$ cat src/hdl/override_consts.svh
/*
 * Register offsets, reset values, field positions and limits of the
 * force-on and fault-log register bank.
 * Assumes inclusion by bare name from the package and the design modules.
 */
`ifndef OVERRIDE_CONSTS_SVH
`define OVERRIDE_CONSTS_SVH

// ----------------------------------------------------------------------
// register offsets
// ----------------------------------------------------------------------
`define OFF_BREAKER_TRIP_LOG 8'h5f
`define OFF_UNDERVOLTAGE_LOG 8'h63
`define OFF_OVERVOLTAGE_LOG 8'h64
`define OFF_OVERCURRENT_LOG 8'h65
`define OFF_UNLOCK_KEY 8'h67
`define OFF_OVERRIDE_SET 8'h68
`define OFF_POST_TRIGGER_DELAY 8'h72

// ----------------------------------------------------------------------
// reset values
// ----------------------------------------------------------------------
`define RST_LOG 8'h00
`define RST_UNLOCK_KEY 8'h00
`define RST_OVERRIDE_SET 4'h0
`define RST_POST_TRIGGER_DELAY 6'h19

// ----------------------------------------------------------------------
// fields and limits
// ----------------------------------------------------------------------
`define UNLOCK_CODE 8'ha5
`define LOG_CRITICAL_LSB 4
`define DELAY_WIDTH 6
`define DELAY_MAX 6'h32

`endif

$ cat src/hdl/override_pkg.sv
/*
 * Types shared by the register bank and its helpers.
 * Assumes override_consts.svh is on the include path.
 */
`include "override_consts.svh"

package override_pkg;

   typedef logic [7:0] reg_byte_t;
   typedef logic [`DELAY_WIDTH-1:0] delay_t;

   typedef enum logic [1:0] {
      BUF_RECORD = 2'b00,
      BUF_POST = 2'b01,
      BUF_HALT = 2'b10
   } buffer_state_e;

endpackage

$ cat src/hdl/sticky_log_if.sv
/*
 * Carrier between the register bank and one sticky event log.
 * Assumes one owner module holds the log bits.
 */
`timescale 1ns/100ps

interface sticky_log_if #(parameter int WIDTH = 8);
   logic [WIDTH-1:0] set;
   logic [WIDTH-1:0] keep;
   logic [WIDTH-1:0] log;
   modport owner (input set, input keep, output log);
   modport user (output set, output keep, input log);
endinterface

$ cat src/hdl/sticky_log.sv
/*
 * One sticky event log: bits latch on set, clear where keep is low.
 * Assumes a single clock and synchronous active-low reset.
 */
`timescale 1ns/100ps

module sticky_log (
   input wire logic clock,
   input wire logic rst_n,
   sticky_log_if.owner port
);
   import override_pkg::*;

   // ----------------------------------------------------------------------
   // log storage, set wins over clear
   // ----------------------------------------------------------------------
   always_ff @(posedge clock) begin
      if (!rst_n) begin
         port.log <= '0;
      end else begin
         port.log <= (port.log & port.keep) | port.set;
      end
   end
endmodule // sticky_log

$ cat src/hdl/buffer_stop.sv
/*
 * Post-trigger sample counter of one channel's capture buffer.
 * Assumes sample_tick pulses once per sample and shutdown is a pulse.
 */
`timescale 1ns/100ps
`include "override_consts.svh"

module buffer_stop (
   input wire logic clock,
   input wire logic rst_n,
   input wire logic sample_tick,
   input wire logic shutdown,
   input wire logic rearm,
   input wire override_pkg::delay_t delay,
   output logic store
);
   import override_pkg::*;

   buffer_state_e state;
   buffer_state_e next_state;
   delay_t count;
   delay_t next_count;
   delay_t limited;

   // values above the top of range are held at it
   assign limited = (delay > `DELAY_MAX) ? `DELAY_MAX : delay;

   // ----------------------------------------------------------------------
   // state machine
   // ----------------------------------------------------------------------
   always_comb begin
      next_state = state;
      next_count = count;
      case (state)
         BUF_RECORD: begin
            if (shutdown) begin
               next_count = limited;
               next_state = (limited == '0) ? BUF_HALT : BUF_POST;
            end
         end
         BUF_POST: begin
            if (sample_tick) begin
               next_count = count - 1'b1;
               if (count == 6'h01) begin
                  next_state = BUF_HALT;
               end
            end
         end
         default: begin
            next_state = BUF_HALT;
         end
      endcase
      if (rearm) begin
         next_state = BUF_RECORD;
      end
   end

   always_ff @(posedge clock) begin
      if (!rst_n) begin
         state <= BUF_RECORD;
         count <= '0;
         store <= 1'b1;
      end else begin
         state <= next_state;
         count <= next_count;
         store <= (next_state != BUF_HALT);
      end
   end
endmodule // buffer_stop

$ cat src/hdl/override_fault_bank.sv
/*
 * Force-on override, capture-buffer stop delay and fault logs of a
 * four-channel supply controller, with channel enable, trip and attention
 * outputs.
 * Assumes a serial register engine that gives one-cycle read and write
 * strobes with a byte address, and comparator and breaker inputs that are
 * synchronous to clock.
 */
//
// Function
// - an active override bit turns its channel on, whatever pin and enables say.
// - forced channels keep logging but never shut down on any fault.
// - override acts only while the unlock key holds 0xa5.
// - with a wrong key, writing ones to override bits changes nothing.
// - override register 0x68, bits 3..0 per channel, upper bits zero, reset 0.
// - stop-delay register 0x72, six-bit count, reset 0x19, top bits zero.
// - buffer records that many more samples after shutdown, range 0 to 50.
// - comparator violations set the matching channel bit in their log.
// - undervoltage log 0x63, warnings bits 3..0, critical bits 7..4.
// - overvoltage log 0x64, warnings bits 3..0, critical bits 7..4.
// - overcurrent warning log 0x65, one bit per channel in bits 3..0.
// - slow and fast breaker trips latch into their own eight-bit log.
// - each trip pin signals only breaker shutdowns of its channel.
// - attention pin asserts whenever any logged condition needs the host.
// - attention pin, active low, is the NOR of all four logs.
// - breaker bits stay until written zero or channel restarted.
//
`timescale 1ns/100ps
`include "override_consts.svh"

module override_fault_bank #(
   parameter int NCH = 4
) (
   input wire logic clock,
   input wire logic rst_n,
   input wire override_pkg::reg_byte_t reg_addr,
   input wire override_pkg::reg_byte_t reg_wdata,
   input wire logic reg_write,
   input wire logic reg_read,
   output override_pkg::reg_byte_t reg_rdata,
   input wire logic [NCH-1:0] on_pin,
   input wire logic [NCH-1:0] channel_enable_first_bit,
   input wire logic [NCH-1:0] channel_enable_second_bit,
   input wire logic [NCH-1:0] undervoltage_warning_bit,
   input wire logic [NCH-1:0] undervoltage_critical_bit,
   input wire logic [NCH-1:0] overvoltage_warning_bit,
   input wire logic [NCH-1:0] overvoltage_critical_bit,
   input wire logic [NCH-1:0] overcurrent_warning_bit,
   input wire logic [NCH-1:0] slow_trip,
   input wire logic [NCH-1:0] fast_trip,
   input wire logic [NCH-1:0] critical_shutdown,
   input wire logic sample_tick,
   output logic [NCH-1:0] channel_on,
   output logic [NCH-1:0] trip_out,
   output logic [NCH-1:0] trip_oe_n,
   output logic alert_out,
   output logic alert_oe_n,
   output logic [NCH-1:0] buffer_store
);
   import override_pkg::*;

   if (NCH != 4) begin : g_nch_check
      $error("register layout serves exactly four channels");
   end

   // ----------------------------------------------------------------------
   // helpers
   // ----------------------------------------------------------------------
   function automatic reg_byte_t pack_pair(input logic [3:0] hi,
                                           input logic [3:0] lo);
      pack_pair = {hi, lo};
   endfunction

   // ----------------------------------------------------------------------
   // storage
   // ----------------------------------------------------------------------
   reg_byte_t unlock_key;
   logic [NCH-1:0] channel_override_bit;
   delay_t post_delay;
   logic [NCH-1:0] request_q;
   logic [NCH-1:0] shut_latched;
   logic [NCH-1:0] tripped;
   logic [NCH-1:0] next_tripped;
   logic [NCH-1:0] next_shut;
   reg_byte_t next_rdata;

   sticky_log_if #(.WIDTH(8)) uv_if ();
   sticky_log_if #(.WIDTH(8)) ov_if ();
   sticky_log_if #(.WIDTH(8)) oc_if ();
   sticky_log_if #(.WIDTH(8)) bt_if ();

   // ----------------------------------------------------------------------
   // address decode
   // ----------------------------------------------------------------------
   wire hit_bt = (reg_addr == `OFF_BREAKER_TRIP_LOG);
   wire hit_uv = (reg_addr == `OFF_UNDERVOLTAGE_LOG);
   wire hit_ov = (reg_addr == `OFF_OVERVOLTAGE_LOG);
   wire hit_oc = (reg_addr == `OFF_OVERCURRENT_LOG);
   wire hit_key = (reg_addr == `OFF_UNLOCK_KEY);
   wire hit_ovr = (reg_addr == `OFF_OVERRIDE_SET);
   wire hit_dly = (reg_addr == `OFF_POST_TRIGGER_DELAY);

   // ----------------------------------------------------------------------
   // channel control
   // ----------------------------------------------------------------------
   wire unlocked = (unlock_key == `UNLOCK_CODE);
   wire [NCH-1:0] force_active =
      channel_override_bit & {NCH{unlocked}};
   wire [NCH-1:0] request = on_pin & channel_enable_first_bit
      & channel_enable_second_bit;
   wire [NCH-1:0] restart = request & ~request_q;
   wire [NCH-1:0] breaker_hit = slow_trip | fast_trip;
   // forced channels ignore every shutdown cause
   wire [NCH-1:0] shut_set = (breaker_hit | critical_shutdown)
      & channel_on & ~force_active;
   wire [NCH-1:0] breaker_shut = breaker_hit & channel_on
      & ~force_active;
   wire [NCH-1:0] next_on = force_active
      | (request & ~next_shut);

   // latched shutdown clears when the channel is turned off
   assign next_shut = (shut_latched & request) | shut_set;
   // trip pin clears when the channel is turned off
   assign next_tripped = (tripped & request) | breaker_shut;

   // ----------------------------------------------------------------------
   // log sources and clears
   // ----------------------------------------------------------------------
   assign uv_if.set = pack_pair(undervoltage_critical_bit,
      undervoltage_warning_bit);
   assign ov_if.set = pack_pair(overvoltage_critical_bit,
      overvoltage_warning_bit);
   assign oc_if.set = {4'h0, overcurrent_warning_bit};
   assign bt_if.set = pack_pair(slow_trip, fast_trip);
   // comparator logs clear on read
   assign uv_if.keep = (reg_read && hit_uv) ? 8'h00 : 8'hff;
   assign ov_if.keep = (reg_read && hit_ov) ? 8'h00 : 8'hff;
   assign oc_if.keep = (reg_read && hit_oc) ? 8'h00 : 8'hff;
   // breaker log clears where a zero is written, or on restart
   assign bt_if.keep = ((reg_write && hit_bt) ? reg_wdata : 8'hff)
      & ~pack_pair(restart, restart);

   wire any_logged = (|uv_if.log) | (|ov_if.log) | (|oc_if.log)
      | (|bt_if.log);

   sticky_log u_uv_log (.clock(clock), .rst_n(rst_n), .port(uv_if));
   sticky_log u_ov_log (.clock(clock), .rst_n(rst_n), .port(ov_if));
   sticky_log u_oc_log (.clock(clock), .rst_n(rst_n), .port(oc_if));
   sticky_log u_bt_log (.clock(clock), .rst_n(rst_n), .port(bt_if));

   // ----------------------------------------------------------------------
   // capture buffer stop delay per channel
   // ----------------------------------------------------------------------
   for (genvar ch = 0; ch < NCH; ch++) begin : g_buf
      buffer_stop u_stop (
         .clock(clock),
         .rst_n(rst_n),
         .sample_tick(sample_tick),
         .shutdown(shut_set[ch] & ~shut_latched[ch]),
         .rearm(restart[ch]),
         .delay(post_delay),
         .store(buffer_store[ch])
      );
   end

   // ----------------------------------------------------------------------
   // read mux, unmapped reads return zero
   // ----------------------------------------------------------------------
   always_comb begin
      if (hit_bt) begin
         next_rdata = bt_if.log;
      end else if (hit_uv) begin
         next_rdata = uv_if.log;
      end else if (hit_ov) begin
         next_rdata = ov_if.log;
      end else if (hit_oc) begin
         next_rdata = {4'h0, oc_if.log[3:0]};
      end else if (hit_key) begin
         next_rdata = unlock_key;
      end else if (hit_ovr) begin
         next_rdata = {4'h0, channel_override_bit};
      end else if (hit_dly) begin
         next_rdata = {2'b00, post_delay};
      end else begin
         next_rdata = 8'h00;
      end
   end

   // ----------------------------------------------------------------------
   // register writes
   // ----------------------------------------------------------------------
   always_ff @(posedge clock) begin
      if (!rst_n) begin
         unlock_key <= `RST_UNLOCK_KEY;
         channel_override_bit <= `RST_OVERRIDE_SET;
         post_delay <= `RST_POST_TRIGGER_DELAY;
      end else if (reg_write) begin
         if (hit_key) begin
            unlock_key <= reg_wdata;
         end
         if (hit_ovr) begin
            // locked: only clears get through
            channel_override_bit <= unlocked ? reg_wdata[3:0]
               : (channel_override_bit & reg_wdata[3:0]);
         end
         if (hit_dly) begin
            post_delay <= reg_wdata[5:0];
         end
      end
   end

   // ----------------------------------------------------------------------
   // channel state and pins
   // ----------------------------------------------------------------------
   always_ff @(posedge clock) begin
      if (!rst_n) begin
         request_q <= '0;
         shut_latched <= '0;
         tripped <= '0;
         channel_on <= '0;
         trip_oe_n <= '1;
         trip_out <= '0;
         alert_oe_n <= 1'b1;
         alert_out <= 1'b0;
         reg_rdata <= 8'h00;
      end else begin
         request_q <= request;
         shut_latched <= next_shut;
         tripped <= next_tripped;
         channel_on <= next_on;
         trip_oe_n <= ~next_tripped;
         trip_out <= '0;
         alert_oe_n <= ~any_logged;
         alert_out <= 1'b0;
         if (reg_read) begin
            reg_rdata <= next_rdata;
         end
      end
   end
endmodule // override_fault_bank

$ cat config.mk
export PLATFORM = sky130hd
export DESIGN_NAME = override_fault_bank
export DESIGN_NICKNAME = d
export VERILOG_FILES = /design/src/hdl/override_pkg.sv /design/src/hdl/sticky_log_if.sv /design/src/hdl/sticky_log.sv /design/src/hdl/buffer_stop.sv /design/src/hdl/override_fault_bank.sv
export VERILOG_INCLUDE_DIRS = /design/src /design/src/hdl
export SDC_FILE = /design/constraint.sdc
export NUM_CORES = 1
export LEC_CHECK = 0
export ABC_AREA = 0
export BUFFER_PORTS_ARGS = -buffer_cell sky130_fd_sc_hd__buf_4
export CORE_ASPECT_RATIO = 1.5
export CORE_UTILIZATION = 45
export CTS_BUF_LIST = sky130_fd_sc_hd__clkbuf_16
export DETAILED_ROUTE_END_ITERATION = 6
export PLACE_DENSITY = 0.66
export SYNTH_ARGS = -nofsm -noshare
export SYNTH_HDL_FRONTEND = slang
export SYNTH_SLANG_ARGS = --single-unit
$ cat constraint.sdc
create_clock -name clock -period 2.4 [get_ports clock]
set_clock_uncertainty 0.1 [all_clocks]
set_input_delay 0.48 -clock clock [delete_from_list [all_inputs] [get_ports clock]]
set_output_delay 0.48 -clock clock [all_outputs]
set_load 0.05 [all_outputs]
==> flow_summary.yaml <==
power_and_ir_drop:
  relative_contribution_of_the_clock_network_to_total_power_pct: 51.4
  p_comb_share_pct: 9.1
  vdd.ir_drop.worst_uv: 382
  switching_share_of_total_power_pct: 25.6
  pwr_density_cell_nw_per_um2: 729
  total_internal_power_mw: 3.84
  total_switching_power_mw: 1.33
  totalPowerFinal_mw: 5.17
  seq_power_share_pct: 39.5
  leakagePower_nw: 2.95
logic_synthesis:
  synth_warnings: 0
  proportion_of_synthesized_chip_area_in_sequential_cells_pct: 40.7
  synth.avg_cell_area_um2: 8.55
  synth.area.mux_share_pct: 3.54
  postSynthRegisterBits: 115
  synth_edf_count: 0
  asyncSetResetFlopFracSynth_pct: 0
  total_standard_cell_area_after_synthesis_um2: 5650
  synth_top_family_by_area: "simple AND/OR/NAND/NOR gates"
  synth_cells: 661
  synth_ff_type: "sky130_fd_sc_hd__dfxtp_1"
  synth.distinct_cells: 61
  synth_adder_area_share_pct: 1.77
  synth_simple_gate_area_share_pct: 26.1
  yosys.area_share.xor_xnor_pct: 0.155
  synthesized_area_fraction_occupied_by_ao_oa_aoi_and_oai_cells_pct: 23.1
finish:
  top_library_cells_by_usage_in_the_layout_fill_and_taps_aside: "sky130_fd_sc_hd__dfxtp_1, sky130_fd_sc_hd__buf_4, sky130_fd_sc_hd__nand2_1, sky130_fd_sc_hd__nor2_1, sky130_fd_sc_hd__nor2b_1"
  layout.area.seq_um2: 2300
  layout_commonest_cell: "sky130_fd_sc_hd__dfxtp_1"
  layout.filler_cells: 1116
  diodes: 0
  finish.cell_count_without_fillers: 915
  synthToLayoutAreaGrowth_pct: 25.4
  multiInputGateArea_um2: 3110
  drive_above_1_share_pct: 19.6
  final_nets: 822
detailed_routing:
  drc_violation_total_after_the_first_tritonroute_iteration: 277
  drt_wl_total_um: 16600
  dr_vias_cell: 5.88
  route.vias.total: 5381
  post_drt_wl_per_cell_um: 18.1
  remaining_drc_errors: 0
  drt-pass1-iter-count: 5
  detail-route-antenna-nets: 0
global_routing:
  wire_length_of_the_first_global_routing_pass_um: 26900
  first_global_vias: 5397
  antenna_found_initial: 0
  grt_remaining_overflow: 0
  grt_util_all_layers_pct: 26.9
  grt_max_degree: 42
cts:
  cts_post_setup_buffers_inserted: 0
  cts-buffers-inserted: 17
  cts.repair.resized: 0
  clock_tree.buffer_depth: 2
  clock_sinks: 115
  ctsHoldBuffers: 0
  clkSlewWorstSetupHoldPaths_ps: 60
  clock_latency_ps: 420
  clock_tree_from_tritoncts: "built"
  clk_root_buffer_cell: "sky130_fd_sc_hd__clkbuf_16"
  htree_levels: 4
worst_hold_path:
  holdCritStartpoint: "slow_trip[2]"
  hp-class: "in -> reg"
  hold_path_depth: 3
  hold_end: "u_bt_log.port.log[6]$_SDFF_PN0_"
placed_design:
  io_buffer_count: 85
  placedCellCount: 883
  hpwl_um: 12500
  gp_congestion: 0.906
critical_path:
  crit_path_max_fanout: 9
  ff2ff_path_depth: 5
  crit_arrival_ps: 2440
  critPathRequiredTime_ps: 2630
  worst_r2r_endpoint: "g_buf[0].u_stop.count[3]$_SDFFE_PN0P_"
  cp-start-kind: "flip-flop"
  crit-reg2reg-launch: "unlock_key[0]$_SDFFE_PN0P_"
  setup.worst_path.end_class: "flip-flop"
  setup.reg_to_reg.worst_slack_ps: 190
  criticalPathCategory: "reg -> reg"
floorplan:
  area_enclosed_by_the_die_boundary_um2: 13000
  ioPinCount: 91
  fp.dieW_um: 93.5
  coreArea_um2: 12100
  row_count: 49
  initial_core_util_pct: 46.6
  dieHeight_um: 139
timing:
  finalCriticalPeriod_ps: 2210
  fmaxAchievable_mhz: 453
  final_min_period_over_clock_period_pct: 91.9
  worst_slew_pin_slew_ps: 674
  setup_viol_count_final: 0
  slew_headroom_pct: 54.6
  report.final.hold_viol_count: 0
  rsz0062_at_grt: "false"
  setup_tns_ps: 0
  timing_max_transition_violations_final: 0
status:
  status: "finished clean"
run:
  cap_violations: 0
==> kinds of logic after synthesis <==
group           count (synthesis)
flops                         115
simple gates                  271
fa+ha+maj                       8
other cells                     1
buf+inv                        58
xor+xnor                        1
mux                            20
compound gates                187
==> critical path: stages (launching register included) <==
cell and delay [ps]:
sky130_fd_sc_hd__dfxtp_1 390, sky130_fd_sc_hd__and4b_1 550, sky130_fd_sc_hd__a311oi_1 230, sky130_fd_sc_hd__a21oi_1 460
sky130_fd_sc_hd__o21ai_0 170, sky130_fd_sc_hd__a21boi_0 210
==> cell usage after synthesis (4+ instances only) <==
master,count,area [um^2]
sky130_fd_sc_hd__nand3_1,23,115
sky130_fd_sc_hd__nand3b_1,7,52.6
sky130_fd_sc_hd__a41oi_1,4,35.0
sky130_fd_sc_hd__nor3_1,15,75.1
sky130_fd_sc_hd__o21a_1,8,60.1
sky130_fd_sc_hd__nor2b_1,37,231
sky130_fd_sc_hd__ha_1,8,100
sky130_fd_sc_hd__nor4_1,11,68.8
sky130_fd_sc_hd__and2_1,10,62.6
sky130_fd_sc_hd__mux2i_1,20,200
sky130_fd_sc_hd__nand2b_1,6,37.5
sky130_fd_sc_hd__o221a_2,4,45.0
sky130_fd_sc_hd__a21oi_1,36,180
sky130_fd_sc_hd__a22o_1,4,35.0
sky130_fd_sc_hd__o21ai_0,30,150
sky130_fd_sc_hd__a22oi_1,11,82.6
sky130_fd_sc_hd__nor3b_1,5,37.5
sky130_fd_sc_hd__or3_1,10,62.6
sky130_fd_sc_hd__buf_4,9,67.6
sky130_fd_sc_hd__a21boi_0,18,135
sky130_fd_sc_hd__inv_1,20,75.1
sky130_fd_sc_hd__nand2_1,73,274
sky130_fd_sc_hd__a31oi_1,4,25.0
sky130_fd_sc_hd__clkbuf_1,25,93.8
sky130_fd_sc_hd__and3_1,9,56.3
sky130_fd_sc_hd__nor2_1,42,158
sky130_fd_sc_hd__o31ai_1,9,67.6
sky130_fd_sc_hd__o31a_1,8,70.1
sky130_fd_sc_hd__o211a_1,4,40.0
sky130_fd_sc_hd__a311oi_1,4,35.0
sky130_fd_sc_hd__o211ai_1,22,165
sky130_fd_sc_hd__dfxtp_1,115,2300
==> flip-flops by register name, summed over array words and instances, names as in the netlist, 8 cells and up <==
signal,count
g_buf.u_stop.count,24
g_buf.u_stop.state,8
reg_rdata,8
u_bt_log.port.log,8
u_oc_log.port.log,8
u_ov_log.port.log,8
u_uv_log.port.log,8
unlock_key,8
==> area by class of cell <==
| type | count | area share (%) |
|---|---|---|
| flip-flops and latches | 115 | 32.5 |
| repair buffers | 103 | 11.1 |
| clock inverters | 15 | 2.77 |
| inverters | 20 | 1.06 |
| well taps | 153 | 2.70 |
| multi-input cells | 492 | 43.9 |
| clock buffers | 17 | 6.00 |
==> metrics by stage <==
| step | utilization, % | setup WS (ps) | area (um^2) | hold slack [ps] |
|---|---|---|---|---|
| final | 58.4 | 194 | 7090 | 182 |
| after global routing | 58.4 | 84.7 | 7090 | 185 |
| after CTS | 58.4 | 233 | 7090 | 177 |
| after detailed placement | 53.3 | 140 | 6470 | 373 |
| after global placement | 53.3 | 189 | 6470 | 367 |
| after floorplan | - | 381 | 5670 | 353 |
==> metal layers <==
metal,up-vias,global-route usage (%),routed length (um)
li1,2585,-,-
met1,2557,28.0,6120
met2,183,49.0,8790
met3,56,5.30,825
met4,0,15.5,856
met5,-,0,0
==> how the worst max path moves through the flow <==
stage                                     startpoint                               endpoint  depth (start not counted)  slack (ps)
after floorplan                          reg_addr[3]              reg_rdata[0]$_SDFFE_PN0P_                          7         380
after global placement                   reg_addr[0]   channel_override_bit[3]$_SDFFE_PN0P_                          5         190
after detailed placement                 reg_addr[0]   channel_override_bit[2]$_SDFFE_PN0P_                          5         140
after CTS                 unlock_key[0]$_SDFFE_PN0P_  g_buf[0].u_stop.count[3]$_SDFFE_PN0P_                          5         230
after global routing      unlock_key[0]$_SDFFE_PN0P_  g_buf[0].u_stop.count[3]$_SDFFE_PN0P_                          5          80
final                     unlock_key[0]$_SDFFE_PN0P_  g_buf[0].u_stop.count[3]$_SDFFE_PN0P_                          5         190
==> power by group through the flow <==
stage | Combinational [mW] | Sequential [mW] | Clock (mW)
2_1_floorplan | 0.260 | 2.08 | 0
3_3_place_gp | 0.455 | 2.08 | 0
3_5_place_dp | 0.465 | 2.08 | 0
4_1_cts | 0.468 | 2.04 | 2.69
5_1_grt | 0.513 | 2.05 | 2.79
6_report | 0.469 | 2.04 | 2.66
(Power assumes the default switching activity.)
